--- src/common/rct_cfg.svh ---
`ifndef RCT_CFG_SVH
`define RCT_CFG_SVH

`define RCT_OFF_STATUS   8'h40
`define RCT_OFF_IRQ_STAT 8'h44
`define RCT_OFF_IRQ_MASK 8'h48
`define RCT_OFF_WDT_CTRL 8'h4c
`define RCT_OFF_SRAM     8'h50
`define RCT_OFF_WDT_LOAD 8'h54

`define RCT_POR_BIT 0
`define RCT_EXT_BIT 1
`define RCT_WD_BIT  2
`define RCT_SW_BIT  3

`define RCT_CAUSE_RST 4'h1
`define RCT_SOFTWARE_RESET_FLAG_KEY 32'h05fa0004

`define RCT_CLK_HZ   25000000
`define RCT_CLK_MHZ  25
`define RCT_WDT_S    32
`define RCT_HOLD_NS  640
`define RCT_HOLD_CYC ((`RCT_HOLD_NS * `RCT_CLK_MHZ + 999) / 1000)

`endif

--- src/common/rct_pkg.sv ---
package rct_pkg;

  typedef enum logic [0:0] {
    RCT_RUN  = 1'b0,
    RCT_HOLD = 1'b1
  } rct_fsm_t;

  typedef struct packed {
    logic        rd;
    logic        wr;
    logic [7:0]  addr;
    logic [31:0] wdata;
  } rct_bus_req_t;

  typedef struct packed {
    rct_fsm_t    fsm;
    logic [4:0]  cnt;
    logic        por;
    logic [3:0]  cause;
    logic [3:0]  pend;
    logic [3:0]  irq_stat;
    logic [3:0]  irq_mask;
    logic        wdt_en;
    logic [31:0] wdt_load;
    logic        sram_valid;
    logic        dl_seen;
    logic        boot_start;
    logic        ext_s1;
    logic        ext_s2;
    logic [31:0] rdata;
  } rct_state_t;

endpackage

--- src/rct_top.sv ---
// Strobed register access is this design's own decision.
`timescale 1ns/1ns
`include "rct_cfg.svh"

module rct_top #(
  parameter logic [31:0] WDT_LOAD = 32'(`RCT_WDT_S * `RCT_CLK_HZ)
) (
  input  wire logic                  clk_i,
  input  wire logic                  reset_n_i,
  input  wire logic                  ext_reset_n_i,
  input  wire logic                  wdt_timeout_i,
  input  wire logic                  aircr_wr_i,
  input  wire logic [31:0]           aircr_data_i,
  input  wire logic                  fw_download_i,
  input  wire rct_pkg::rct_bus_req_t bus_i,
  output logic [31:0]                rdata_o,
  output logic                       irq_o,
  output logic                       sys_reset_n_o,
  output logic                       boot_start_o,
  output logic                       power_up_indicator_pin_o,
  output logic                       power_up_indicator_pin_oe_o,
  output logic                       wdt_enable_o,
  output logic [31:0]                wdt_load_o,
  output logic                       sram_valid_o
);

  localparam logic [4:0] HOLD_LAST = 5'(`RCT_HOLD_CYC - 1);

  localparam rct_pkg::rct_state_t RST_STATE = '{
    fsm:        rct_pkg::RCT_HOLD,
    cnt:        5'h00,
    por:        1'b1,
    cause:      `RCT_CAUSE_RST,
    pend:       4'h1,
    irq_stat:   4'h0,
    irq_mask:   4'h0,
    wdt_en:     1'b1,
    wdt_load:   WDT_LOAD,
    sram_valid: 1'b0,
    dl_seen:    1'b0,
    boot_start: 1'b0,
    ext_s1:     1'b1,
    ext_s2:     1'b1,
    rdata:      32'h00000000
  };

  logic               rst_s1;
  logic               rst_n;
  rct_pkg::rct_state_t q;
  rct_pkg::rct_state_t d;
  logic               sw_hit;
  logic [3:0]         ev;
  logic [3:0]         cause_clr;
  logic [3:0]         irq_clr;
  logic [3:0]         irq_set;
  logic               wr_status;
  logic               wr_irq;

  // Power-on reset release through two flops
  always_ff @(posedge clk_i or negedge reset_n_i) begin
    if (!reset_n_i) begin
      rst_s1 <= 1'b0;
      rst_n  <= 1'b0;
    end else begin
      rst_s1 <= 1'b1;
      rst_n  <= rst_s1;
    end
  end

  always_comb begin
    d              = q;
    d.boot_start   = 1'b0;
    d.ext_s1       = ext_reset_n_i;
    d.ext_s2       = q.ext_s1;
    irq_set        = 4'h0;
    sw_hit         = aircr_wr_i && (aircr_data_i == `RCT_SOFTWARE_RESET_FLAG_KEY);
    ev             = 4'h0;
    ev[`RCT_SW_BIT]  = sw_hit;
    ev[`RCT_WD_BIT]  = wdt_timeout_i;
    ev[`RCT_EXT_BIT] = ~q.ext_s2;
    wr_status      = bus_i.wr && (bus_i.addr == `RCT_OFF_STATUS);
    wr_irq         = bus_i.wr && (bus_i.addr == `RCT_OFF_IRQ_STAT);
    cause_clr      = wr_status ? bus_i.wdata[3:0] : 4'h0;
    irq_clr        = wr_irq ? bus_i.wdata[3:0] : 4'h0;
    // Set wins over clear in the same cycle
    d.cause        = (q.cause & ~cause_clr) | ev;

    // Registered read data, one cycle after the strobe
    d.rdata = 32'h00000000;
    if (bus_i.rd) begin
      unique case (bus_i.addr)
        `RCT_OFF_STATUS:   d.rdata = {28'h0000000, q.cause};
        `RCT_OFF_IRQ_STAT: d.rdata = {28'h0000000, q.irq_stat};
        `RCT_OFF_IRQ_MASK: d.rdata = {28'h0000000, q.irq_mask};
        `RCT_OFF_WDT_CTRL: d.rdata = {31'h00000000, q.wdt_en};
        `RCT_OFF_SRAM:     d.rdata = {30'h00000000, q.dl_seen,
                                      q.sram_valid};
        `RCT_OFF_WDT_LOAD: d.rdata = q.wdt_load;
        default:           d.rdata = 32'h00000000;
      endcase
    end

    unique case (q.fsm)
      rct_pkg::RCT_RUN: begin
        if (fw_download_i) begin
          d.dl_seen = 1'b1;
        end
        if (bus_i.wr) begin
          unique case (bus_i.addr)
            `RCT_OFF_IRQ_MASK: d.irq_mask = bus_i.wdata[3:0];
            `RCT_OFF_WDT_CTRL: d.wdt_en   = bus_i.wdata[0];
            `RCT_OFF_WDT_LOAD: d.wdt_load = bus_i.wdata;
            `RCT_OFF_SRAM: begin
              if (bus_i.wdata[0]) begin
                d.sram_valid = 1'b1;
              end
            end
            default: begin
            end
          endcase
        end
        if (|ev) begin
          d.fsm  = rct_pkg::RCT_HOLD;
          d.cnt  = 5'h00;
          d.por  = 1'b0;
          d.pend = ev;
          if (q.dl_seen) begin
            d.sram_valid = 1'b0;
          end
        end
      end
      rct_pkg::RCT_HOLD: begin
        // Mask and watchdog registers return to default; sram_valid holds, cause gathers new events, dl_seen clears and irq_stat takes pend at release
        d.pend     = q.pend | ev;
        d.irq_mask = 4'h0;
        d.wdt_en   = 1'b1;
        d.wdt_load = WDT_LOAD;
        if (|ev) begin
          d.cnt = 5'h00;
        end else if (q.cnt != HOLD_LAST) begin
          d.cnt = q.cnt + 5'h01;
        end else begin
          d.fsm        = rct_pkg::RCT_RUN;
          d.boot_start = 1'b1;
          d.dl_seen    = 1'b0;
          d.por        = 1'b0;
          d.pend       = 4'h0;
          irq_set      = q.pend;
        end
      end
    endcase

    d.irq_stat = (q.irq_stat & ~irq_clr) | irq_set;
  end

  always_ff @(posedge clk_i or negedge rst_n) begin
    if (!rst_n) begin
      q <= RST_STATE;
    end else begin
      q <= d;
    end
  end

  assign rdata_o                     = q.rdata;
  assign irq_o                       = |(q.irq_stat & q.irq_mask);
  assign sys_reset_n_o               = (q.fsm == rct_pkg::RCT_RUN);
  assign boot_start_o                = q.boot_start;
  // Low only while a power-on reset is held
  assign power_up_indicator_pin_o    = ~(q.por && (q.fsm ==
                                         rct_pkg::RCT_HOLD));
  assign power_up_indicator_pin_oe_o = 1'b1;
  assign wdt_enable_o                = q.wdt_en;
  assign wdt_load_o                  = q.wdt_load;
  assign sram_valid_o                = q.sram_valid;
endmodule

--- config.mk ---
export PLATFORM = sky130hd
export DESIGN_NAME = rct_top
export DESIGN_NICKNAME = d
export VERILOG_FILES = /design/src/common/rct_pkg.sv /design/src/rct_top.sv
export VERILOG_INCLUDE_DIRS = /design/src /design/src/common
export SDC_FILE = /design/constraint.sdc
export NUM_CORES = 1
export LEC_CHECK = 0
export BUFFER_PORTS_ARGS = -buffer_cell sky130_fd_sc_hd__buf_2
export CAP_MARGIN = 5
export CORE_MARGIN = 2
export CORE_UTILIZATION = 30
export CTS_BUF_LIST = sky130_fd_sc_hd__clkbuf_8
export CTS_CLUSTER_DIAMETER = 30
export CTS_CLUSTER_SIZE = 10
export DETAILED_ROUTE_END_ITERATION = 16
export GPL_TIMING_DRIVEN = 0
export MAX_ROUTING_LAYER = met4
export PLACE_DENSITY = 0.56
export SETUP_SLACK_MARGIN = 0.05
export SYNTH_ARGS = -nofsm -noshare
export SYNTH_HDL_FRONTEND = slang
export SYNTH_SLANG_ARGS = --single-unit
--- constraint.sdc ---
create_clock -name clk_i -period 3.6 [get_ports clk_i]
set_input_delay 0.9 -clock clk_i [delete_from_list [all_inputs] [get_ports clk_i]]
set_output_delay 0.9 -clock clk_i [all_outputs]
set_load 0.005 [all_outputs]
== Word level (Yosys, flattened, before mapping) ==
Index checks and enable logic that the tools add are counted.
Cells by class
  bitwise operators: 11
  reductions and logical operators: 12
  div/mod/pow operators: 0
  add/subtract/negate cells: 1
  equal/unequal tests: 17
  magnitude comparators: 0
  multiplexer cells: 33
  shift operators: 0
  multipliers: 0
Operator list (number)
  case mux 32 bit (6 select lines): 1
  case mux 37 bit (2 select lines): 1
  two-way mux 32 bit: 2
  equality test 8 x 7 -> 1 bit, second input constant: 6
  two-way mux 38 bit: 1
  two-way mux 4 bit: 9
  equality test 32 x 27 -> 1 bit, second input constant: 1
  case mux 7 bit (2 select lines): 1
  AND 4 bit: 3
  bitwise OR 4 bit: 3
  two-way mux 1 bit: 11
  two-way mux 5 bit: 2
  inequality test 2 x 1 -> 1 bit, second input constant: 4
  inequality test 2 bit, second input constant: 4
  inverter 4 bit: 2
  case mux 4 bit (2 select lines): 1
  AND reduction 2 bit: 4
  two-way mux 7 bit: 1
  AND reduction 3 bit: 2
  adder 5 x 1 -> 5 bit, second input constant: 1
  inequality test 5 x 4 -> 1 bit, second input constant: 1
  logical AND 1 bit: 4
  two-way mux 2 bit: 2
  OR reduction 4 bit: 1
  4 further kinds: 6
Word-level totals
  output and inout port bits: 71
  memories: 0
  input bits: 80
  bits in read-only memories: 0
  register bits: 95
  memory bits (writable): 0
  latch bits: 0
  word-level logic and storage cells: 91

== Depth between registers and ports, before layout ==
Gate-level depths: netlist of the first run.
  depth in word-level cells: 6
  depth in mapped cells: 8
  gate-level depth less buffers: 7

== Worst setup path before layout of the first run ==
OpenSTA, ideal clock, no wires.
  path type: input-to-reg
  start: in aircr_data_i[3]
  end: reg q[74] in the netlist's numbering
  path buffers: 1
  stages: 5
  required time: 3.478 ns
  setup slack: 1.389 ns
  data arrival time: 2.090 ns
  setup time: 0.122 ns
  cell sequence: nor4b_2 -> nand4_2 -> or3_1 -> buf_6 -> a32o_1
RTL lines
  start, declared: RTL line rct_top.sv:13  | input wire logic [31:0] aircr_data_i,
  end signal, assigned: RTL line rct_top.sv:158  | q <= RST_STATE;
  end signal, assigned: RTL line rct_top.sv:160  | q <= d;
  end, declared: RTL line rct_top.sv:49  | rct_pkg::rct_state_t q;

== Worst setup path after layout of the first run ==
  start: reg q[92] in the netlist's numbering
  end: out power_up_indicator_pin_o
Between the ends
  cells in the longest elaborated chain, start to end: 2
RTL lines
  logical AND 1 bit: RTL line rct_top.sv:169  | assign power_up_indicator_pin_o = ~(q.por && (q.fsm ==
  inverter 1 bit: RTL line rct_top.sv:169
  end, declared: RTL line rct_top.sv:20  | output logic power_up_indicator_pin_o,
Every way passes these cells.

==> flow_metrics.py, run 1 <==
metrics = {
    "outcome": {
        "run_status": "complete, no violations",
    },
    "pwr": {
        "p_per_area_nw_per_um2": 349,
        "cellLeakagePower_nw": 3.00,
        "power.total_mw": 1.96,
        "peakVddDrop_mv": 0.304,
    },
    "sta": {
        "fmax_mhz": 394,
        "finalHoldViolations": 0,
        "period_share_pct": 70.4,
        "slew_headroom_pct": 42.8,
        "period_needed_ns": 2.54,
        "clock_skew_ns": 0.00729,
        "finalSetupViolations": 0,
        "final_max_slew_viol_count": 0,
        "rsz0062_at_grt": "no",
        "setup_slack_ns": 1.06,
        "worstMarginPinSlew_ns": 0.856,
        "whs_ns": 0.295,
    },
    "cells_and_area": {
        "syn2layout_area_growth_pct": 28.1,
        "antenna_cells": 0,
        "drive_gt1_share_pct": 52.0,
        "nets": 612,
        "fillers": 1443,
        "finish.utilization_pct": 38.9,
    },
    "yosys": {
        "syn_inst": 369,
        "syn_avg_cell_area_um2": 11.9,
        "synth_area_leaders": "dfrtp_1, buf_4, dfstp_2",
        "ys.flop_type": "dfrtp_1",
        "syn_area_um2": 4380,
        "synth_edf_count": 0,
        "ys_types": 60,
        "synthTopCellsByCount": "dfrtp_1, buf_4, and3_1",
        "ys_ff_latch": 94,
        "synth_area_leader_cell": "dfrtp_1",
        "yosysMostFrequentCell": "dfrtp_1",
        "ys_warn_count": 0,
        "synth_seq_area_share_pct": 54.2,
        "synth_top_area_share_pct": 43.4,
        "async_flop_share_pct": 100,
    },
    "place": {
        "dp_hpwl_um": 7980,
        "port_buffers": 148,
        "gp_congestion": 0.811,
        "place_ws_ns": 0.988,
    },
    "critical_path": {
        "crit_fanout": 10,
        "cp-end-kind": "output pin",
        "worst_setup_path_start_kind": "flop",
        "critPathRequiredTime_ns": 2.70,
        "crit_arrival_ns": 1.64,
        "path_class": "reg -> out",
    },
    "die": {
        "coreArea_um2": 14400,
        "dieHeight_um": 125,
        "die_x_um": 125,
        "initial_core_util_pct": 30.4,
        "io_pins": 151,
        "num_rows": 44,
        "die_area_um2": 15600,
    },
    "global_route": {
        "grt_max_degree": 56,
        "grt_pass1_vias": 3320,
        "antenna_found_initial": 0,
        "overflow": 0,
        "track_usage_pct": 14.3,
        "grt_first_pass_wirelength_um": 17100,
    },
    "clocking": {
        "clk_pin_slew_ns": 0.08,
        "clockBufferDepth": 2,
        "cts_repair_resize_count": 0,
        "postCtsSetupBuffers": 0,
        "cts.hold.buffers_added": 0,
        "insertion_delay_ns": 0.38,
        "cts_root_buf": "clkbuf_8",
        "cts_tree": "yes",
        "h-tree-depth": 3,
        "numCtsBuffers": 9,
        "cts_sinks": 94,
    },
    "detailed_routing": {
        "drtAntennaViolNets": 0,
        "wl_per_cell_um": 14.6,
        "vias": 3279,
        "wirelength_um": 10500,
        "first_pass_iters": 4,
        "drtIter0Drc": 129,
        "route.detailed.drc": 0,
        "viasPerCell": 4.56,
    },
    "job": {
        "cap_violations": 0,
    },
    "hold_path": {
        "hold_path.class": "in -> async",
    },
}
## worst max-delay path, cell delays in order, from the launching register on
cell,delay (ns)
dfstp_2,0.61
clkbuf_1,0.41
nand2_1,0.09
buf_2,0.15
## layout by cell type (no fill, tap or decap), drive strengths merged, types with 3 or more instances in the layout
cell type | synthesis | layout
buf | 74 | 223
dfrtp | 76 | 76
and3 | 31 | 31
a22o | 21 | 21
dfstp | 18 | 18
clkbuf | 8 | 18
nand2 | 16 | 16
nor2 | 14 | 14
nand3 | 12 | 12
o22a | 12 | 12
mux2i | 8 | 8
a21oi | 7 | 7
nor3 | 5 | 5
nor2b | 4 | 4
a32o | 4 | 4
inv | 3 | 4
nor4b | 4 | 4
mux2 | 3 | 3
a21o | 3 | 3
clkinvlp | 0 | 3
nand4 | 3 | 3
nor4 | 3 | 3
## layer usage
metal | global-route usage (%) | routed length (um) | vias up
li1 | - | - | 1586
met1 | 18.0 | 4730 | 1568
met2 | 22.3 | 4890 | 117
met3 | 5.11 | 795 | 8
met4 | 2.94 | 93 | 0
met5 | - | 0 | -
## stage by stage
step                      cells  setup TNS [ns]  instance area (um^2)
final                       719               0                  5610
after global routing        719               0                  5610
after CTS                   719               0                  5610
after detailed placement    703               0                  5390
after global placement      702          -21.51                  5360
after floorplan             370               0                  4380
## final cells by class
| cell class | instances | area, um^2 | share of cell area (%) |
|---|---|---|---|
| clock inverter | 6 | 86.3 | 1.54 |
| clock buffer | 10 | 138 | 2.45 |
| sequential | 94 | 2380 | 42.4 |
| timing repair buffer | 149 | 768 | 13.7 |
| buffer | 82 | 583 | 10.4 |
| inverter | 4 | 15.0 | 0.268 |
| tap | 184 | 230 | 4.10 |
| multi-input combinational | 190 | 1410 | 25.2 |
## where the power goes
part	internal, mW	switching, mW
Combinational	0.0484	0.0567
Clock	0.407	0.375
Sequential	1.06	0.0104
## cells by family (layout without fill, tap and decap cells)
logic type / count (synthesis) / in the layout / share of synthesized area [%]
other: 1 / 2 / 0.0856
AO/OA/AOI/OAI: 66 / 66 / 12.8
XOR/XNOR: 3 / 3 / 0.600
adder cells (fa/ha/maj): 2 / 2 / 0.571
multiplexers: 11 / 11 / 2.60
buffers and inverters: 86 / 251 / 13.7
AND/OR/NAND/NOR: 106 / 106 / 15.5
flip-flops: 94 / 94 / 54.2
## worst paths after layout
path / start / end / slack, ns / cells after the start
worst min-delay path: reset_n_i / rst_n$_DFF_PN0_ / 0.29 / 1
worst max-delay path: q[92]$_DFF_PN1_ / power_up_indicator_pin_o / 1.06 / 3
max in group asynchronous: rst_n$_DFF_PN0_ / d[32]$_DFF_PN1_ / 2.60 / 1
worst min register to register: rst_n$_DFF_PN0_ / rdata_o[25]$_DFF_PN0_ / 0.31 / 0
min in group clk_i: d[32]$_DFF_PN1_ / q[32]$_DFF_PN1_ / 0.36 / 0
worst max register to register: q[87]$_DFFE_PN0P_ / q[91]$_DFFE_PN0P_ / 1.63 / 7
Note: power is estimated with default switching activity, not from simulation.
==> run 2: changes to the inputs <==
--- a/config.mk
+++ b/config.mk
@@ -6,6 +6,7 @@
 export SDC_FILE = /design/constraint.sdc
 export NUM_CORES = 1
 export LEC_CHECK = 0
+export ABC_AREA = 1
 export BUFFER_PORTS_ARGS = -buffer_cell sky130_fd_sc_hd__buf_2
 export CAP_MARGIN = 5
 export CORE_MARGIN = 2
@@ -16,7 +17,7 @@
 export DETAILED_ROUTE_END_ITERATION = 16
 export GPL_TIMING_DRIVEN = 0
 export MAX_ROUTING_LAYER = met4
-export PLACE_DENSITY = 0.56
+export PLACE_DENSITY = 0.58
 export SETUP_SLACK_MARGIN = 0.05
 export SYNTH_ARGS = -nofsm -noshare
 export SYNTH_HDL_FRONTEND = slang
==> constraint.sdc (replaced) <==
create_clock -name clk_i -period 2.1 [get_ports clk_i]
set_input_delay 0.525 -clock clk_i [delete_from_list [all_inputs] [get_ports clk_i]]
set_output_delay 0.525 -clock clk_i [all_outputs]
set_load 0.005 [all_outputs]
==> run 2 against run 1 <==
Register-to-register slack worse by 1.3 ns; worst setup slack got worse by 0.80 ns; utilization rose by 0.087 points; via count increased by 4.7%; critical path type unchanged.
==> flow_metrics.py, run 2 <==
metrics = {
    "cells_and_area": {
        "fillers": 1480,
        "finish.utilization_pct": 39.0,
        "final_cell_mix": "buf_2, nand2_1, dfrtp_1",
        "multi_input_area_um2": 1170,
        "syn2layout_area_growth_pct": 28.3,
        "nets": 727,
        "final_cells": 834,
        "antenna_cells": 0,
        "drive_gt1_share_pct": 42.9,
        "seq_area_um2": 2380,
        "mostFrequentLayoutCell": "buf_2",
        "final_area_um2": 5620,
    },
    "sta": {
        "whs_ns": 0.263,
        "clock_skew_ns": 0.00893,
        "period_share_pct": 87.4,
        "rsz0062_at_grt": "no",
        "fmax_mhz": 545,
        "final_max_slew_viol_count": 0,
        "finalHoldViolations": 0,
        "period_needed_ns": 1.83,
        "worstMarginPinSlew_ns": 0.622,
        "slew_headroom_pct": 58.5,
        "setup_slack_ns": 0.265,
        "finalSetupViolations": 0,
    },
    "yosys": {
        "ys_types": 35,
        "synthTopCellsByCount": "nand2_1, dfrtp_1, inv_1",
        "ys_ff_latch": 94,
        "synth_simple_gate_area_share_pct": 17.2,
        "synth_top_area_share_pct": 43.4,
        "muxShareOfSynthArea_pct": 0,
        "synth_edf_count": 0,
        "ys_warn_count": 0,
        "ys.flop_type": "dfrtp_1",
        "syn_inst": 482,
        "yosys.area_share.adder_pct": 0.571,
        "syn_avg_cell_area_um2": 9.10,
        "synth_compound_area_share_pct": 8.33,
        "async_flop_share_pct": 100,
        "synth_xor_area_share_pct": 0.400,
        "synth_top_family_by_area": "buffers and inverters",
        "syn_area_um2": 4380,
        "yosysMostFrequentCell": "nand2_1",
        "synth_seq_area_share_pct": 54.2,
        "synth_area_leaders": "dfrtp_1, buf_4, dfstp_2",
        "synth_area_leader_cell": "dfrtp_1",
    },
    "critical_path": {
        "worst_path_max_delay_cell": "dfstp_2",
        "critPathRequiredTime_ns": 1.57,
        "regToRegSetupSlack_ns": 0.35,
        "rr_endpoint": "q[91]$_DFFE_PN0P_",
        "critPathMaxStageDelay_ns": 0.63,
        "crit_arrival_ns": 1.31,
        "reg2reg_depth": 8,
        "path_class": "reg -> out",
        "worstPathCellList": "inv_1 > buf_2",
        "cp-end-kind": "output pin",
        "crit_fanout": 7,
        "worst_setup_path_start_kind": "flop",
        "rr_startpoint": "q[87]$_DFFE_PN0P_",
    },
    "global_route": {
        "antenna_found_initial": 0,
        "grt_max_degree": 48,
        "grt_first_pass_wirelength_um": 16100,
        "track_usage_pct": 13.2,
        "grt_pass1_vias": 3458,
        "overflow": 0,
    },
    "place": {
        "port_buffers": 149,
        "placed_area_um2": 5400,
        "place_inst": 817,
        "dp_hpwl_um": 7600,
        "gp_congestion": 0.787,
        "place_ws_ns": 0.183,
    },
    "clocking": {
        "h-tree-depth": 3,
        "postCtsSetupBuffers": 0,
        "cts_root_buf": "clkbuf_8",
        "clockBufferDepth": 2,
        "cts_tree": "yes",
        "numCtsBuffers": 9,
        "cts_repair_resize_count": 0,
        "cts.hold.buffers_added": 1,
        "clk_pin_slew_ns": 0.09,
        "insertion_delay_ns": 0.36,
        "cts_sinks": 94,
    },
    "outcome": {
        "run_status": "complete, no violations",
    },
    "die": {
        "die_area_um2": 15600,
        "initial_core_util_pct": 30.4,
        "coreArea_um2": 14400,
        "die_x_um": 125,
        "dieHeight_um": 125,
        "io_pins": 151,
        "num_rows": 44,
    },
    "pwr": {
        "peakVddDrop_mv": 0.313,
        "cellLeakagePower_nw": 3.19,
        "p_per_area_nw_per_um2": 582,
    },
    "detailed_routing": {
        "wl_per_cell_um": 11.7,
        "viasPerCell": 4.12,
        "first_pass_iters": 4,
        "wirelength_um": 9730,
        "route.detailed.drc": 0,
        "vias": 3432,
        "drtAntennaViolNets": 0,
        "drtIter0Drc": 116,
    },
    "hold_path": {
        "min-delay-start": "ext_reset_n_i",
        "min_path_cells": 1,
        "hold_end": "d[32]$_DFF_PN1_",
        "hold_path.class": "in -> reg",
    },
    "job": {
        "cap_violations": 0,
    },
}
run 2: changes by cell type in the layout (fill, tap and decap cells not counted), moves of 9 or more:
cell and delta:
o22a_1 -12, o21ai_0 +23, inv_1 +65, a21oi_1 +10, and3_1 -30, nand2_1 +65
o21ai_2 +9, nor2_1 +50, a22o_1 -21
run 2: cell type report:
class,count,share of cell area [%]
repair buffers,151,13.9
plain buffers,71,9.95
clock buffers,12,2.94
flip-flops and latches,94,42.3
well taps,184,4.09
inverters,73,5.05
multi-input cells,245,20.8
clock inverters,4,0.935
run 2: kinds of logic (layout without fill, tap and decap cells):
family / count (synthesis) / after routing
adders and majority gates: 2 / 2
xor gates and xnor gates: 2 / 2
and+or+nand+nor: 179 / 179
DFF: 94 / 94
AOI/OAI and AO/OA: 60 / 60
other: 1 / 2
buffers and inverters: 144 / 311
run 2: stage by stage:
stage | total power, mW | TNS, ns
after floorplan | 1.92 | 0
after global placement | 2.02 | -1.82
after detailed placement | 2.03 | 0
after CTS | 3.32 | 0
after global routing | 3.42 | 0
final | 3.27 | 0
run 2: routing by layer:
layer | global-route usage [%] | up-vias | wire, um
met5 | - | - | 0
met4 | 3.53 | 0 | 82
met3 | 3.52 | 9 | 643
met2 | 21.8 | 109 | 4650
met1 | 16.0 | 1569 | 4360
li1 | - | 1745 | -
run 2: how the worst max path moves through the flow:
| stage | start | end | cells past startpoint |
|---|---|---|---|
| 2_1_floorplan | rst_n$_DFF_PN0_ | boot_start_o$_DFF_PN0_ | 0 |
| 3_3_place_gp | rst_n$_DFF_PN0_ | wdt_load_o[6]$_DFFE_PN0P_ | 0 |
| 3_5_place_dp | bus_i[37] | wdt_load_o[0]$_DFFE_PN0P_ | 10 |
| 4_1_cts | q[92]$_DFF_PN1_ | sys_reset_n_o | 2 |
| 5_1_grt | q[87]$_DFFE_PN0P_ | q[91]$_DFFE_PN0P_ | 8 |
| 6_report | q[92]$_DFF_PN1_ | sys_reset_n_o | 2 |
run 2: critical path: cells and delay by family, from the launching register on:
| family | cells | cell delay, ns |
|---|---|---|
| flops | 1 | 0.63 |
| buf+inv | 2 | 0.32 |
run 2: power by group:
part / total [mW] / internal (mW) / switching (mW)
Sequential: 1.84 / 1.82 / 0.0210
Clock: 1.28 / 0.653 / 0.625
Combinational: 0.152 / 0.0740 / 0.0776
Total: 3.27 / 2.55 / 0.724
==> run 3: changes to the inputs <==
--- a/config.mk
+++ b/config.mk
@@ -7,7 +7,7 @@
 export NUM_CORES = 1
 export LEC_CHECK = 0
 export ABC_AREA = 1
-export BUFFER_PORTS_ARGS = -buffer_cell sky130_fd_sc_hd__buf_2
+export BUFFER_PORTS_ARGS = -buffer_cell sky130_fd_sc_hd__clkbuf_2
 export CAP_MARGIN = 5
 export CORE_MARGIN = 2
 export CORE_UTILIZATION = 30
==> run 3 against run 2 <==
Cell count unchanged; non-clock buffer count unchanged; register-to-register slack gained 0.04 ns; sequential share of layout area about the same; die area is the same; clock skew up 0.0017 ns; utilization about the same; first-iteration DRC count is 21% higher; via count fell by 0.38%; worst setup slack is essentially flat; critical path type unchanged; largest power group unchanged.
==> flow_metrics.py, run 3 (same netlist as run 2, synthesis figures left out) <==
metrics = {
    "pwr": {
        "switching_share_pct": 21.8,
        "intPower_mw": 2.60,
        "pwr-share-seq_pct": 55.5,
        "p_sw_mw": 0.724,
        "comb_power_share_pct": 4.6,
        "peakVddDrop_mv": 0.295,
        "p_per_area_nw_per_um2": 590,
        "cellLeakagePower_nw": 3.18,
        "p_clk_share_pct": 39.9,
    },
    "clocking": {
        "cts_sinks": 94,
        "cts_root_buf": "clkbuf_8",
        "postCtsSetupBuffers": 0,
        "numCtsBuffers": 9,
        "h-tree-depth": 3,
        "clockBufferDepth": 2,
        "clk_pin_slew_ns": 0.09,
        "insertion_delay_ns": 0.36,
        "cts_tree": "yes",
        "cts_repair_resize_count": 0,
    },
    "cells_and_area": {
        "finish.utilization_pct": 39.0,
        "seq_area_um2": 2380,
        "final_cells": 834,
        "mostFrequentLayoutCell": "clkbuf_2",
        "syn2layout_area_growth_pct": 28.4,
        "drive_gt1_share_pct": 42.8,
        "antenna_cells": 0,
        "nets": 727,
        "fillers": 1498,
        "multi_input_area_um2": 1170,
        "final_cell_mix": "clkbuf_2, nand2_1, dfrtp_1",
    },
    "place": {
        "place_inst": 817,
        "dp_hpwl_um": 7710,
        "port_buffers": 149,
        "gp_congestion": 0.803,
    },
    "critical_path": {
        "critPathRequiredTime_ns": 1.57,
        "critPathMaxStageDelay_ns": 0.63,
        "worstPathCellList": "inv_1 > clkbuf_2",
        "path_class": "reg -> out",
        "worst_setup_path_start_kind": "flop",
        "worst_path_max_delay_cell": "dfstp_2",
        "crit_arrival_ns": 1.31,
        "cpLargestDelayFamily": "flip-flops",
        "crit_fanout": 7,
        "cp-end-kind": "output pin",
        "regToRegSetupSlack_ns": 0.39,
        "cp_num_buf_inv": 2,
    },
    "hold_path": {
        "hold_path.class": "in -> reg",
    },
    "detailed_routing": {
        "route.detailed.drc": 0,
        "drtAntennaViolNets": 0,
        "wirelength_um": 9730,
        "vias": 3419,
        "drtIter0Drc": 140,
        "wl_per_cell_um": 11.7,
        "first_pass_iters": 4,
        "viasPerCell": 4.10,
    },
    "sta": {
        "finalSetupViolations": 0,
        "rsz0062_at_grt": "no",
        "slew_headroom_pct": 58.3,
        "clock_skew_ns": 0.0106,
        "period_share_pct": 87.4,
        "worstMarginPinSlew_ns": 0.625,
        "fmax_mhz": 545,
        "finalHoldViolations": 0,
        "period_needed_ns": 1.83,
        "final_max_slew_viol_count": 0,
    },
    "job": {
        "cap_violations": 0,
    },
    "die": {
        "die_x_um": 125,
        "coreArea_um2": 14400,
        "die_area_um2": 15600,
        "initial_core_util_pct": 30.4,
        "num_rows": 44,
        "dieHeight_um": 125,
        "io_pins": 151,
    },
    "global_route": {
        "antenna_found_initial": 0,
        "overflow": 0,
        "grt_first_pass_wirelength_um": 16500,
        "grt_max_degree": 48,
        "grt_pass1_vias": 3563,
        "track_usage_pct": 13.5,
    },
    "outcome": {
        "run_status": "complete, no violations",
    },
}
[run 3: final timing paths]
| path | startpoint | to | cells after the start |
|---|---|---|---|
| worst max-delay path | q[92]$_DFF_PN1_ | sys_reset_n_o | 2 |
| worst min-delay path | ext_reset_n_i | d[32]$_DFF_PN1_ | 1 |
| worst max register to register | q[87]$_DFFE_PN0P_ | q[88]$_DFFE_PN0P_ | 8 |
| worst min register to register | rst_n$_DFF_PN0_ | rdata_o[23]$_DFF_PN0_ | 0 |
| max in group asynchronous | rst_n$_DFF_PN0_ | q[82]$_DFF_PN1_ | 1 |
| min in group asynchronous | rst_n$_DFF_PN0_ | rdata_o[23]$_DFF_PN0_ | 0 |
[run 3: timing repair]
item / in CTS / in global routing
endpoints found under the hold margin: 2 / 0
endpoints found under the setup margin: 0 / 0
hold buffers: 1 / 0
[run 3: cell type report]
class                   instances  area share, %
repair buffers                151           13.9
plain buffers                  71           9.94
flip-flops and latches         94           42.3
clock inverters                 6           1.53
clock buffers                  10           2.44
multi-input cells             245           20.8
inverters                      73           5.05
well taps                     184           4.09
[run 3: stage by stage]
| stage | instance area [um^2] | setup TNS (ns) | total power [mW] | setup WS [ns] | hold slack (ns) |
|---|---|---|---|---|---|
| 2_1_floorplan | 4390 | 0 | 1.92 | 0.534 | 0.229 |
| 3_3_place_gp | 5370 | -1.49 | 2.02 | -0.0237 | 0.315 |
| 3_5_place_dp | 5400 | 0 | 2.03 | 0.153 | 0.317 |
| 4_1_cts | 5630 | 0 | 3.38 | 0.237 | 0.225 |
| 5_1_grt | 5630 | 0 | 3.48 | 0.201 | 0.228 |
| 6_report | 5630 | 0 | 3.32 | 0.265 | 0.247 |
[run 3: metal layers]
metal	track usage, %	vias to the layer above	part of all wire (%)
met3	2.58	14	5.4
met1	16.5	1543	45
met5	-	-	0
met4	4.97	0	1.8
li1	-	1744	-
met2	22.5	118	48
[run 3: power by group through the flow]
stage                     Combinational, mW  Sequential (mW)  Clock, mW
after floorplan                      0.0409             1.88          0
after global placement                0.127             1.89          0
after detailed placement              0.155             1.88          0
after CTS                             0.157             1.84       1.38
after global routing                  0.175             1.85       1.45
final                                 0.153             1.84       1.33
[run 3: worst register-to-register path, delay by kind of cell (launching register included)]
family | cells | cell delay, ns
and+or+nand+nor | 4 | 0.65
adders and majority gates | 2 | 0.42
DFF | 1 | 0.41
buffers and inverters | 1 | 0.08
AOI/OAI and AO/OA | 1 | 0.07
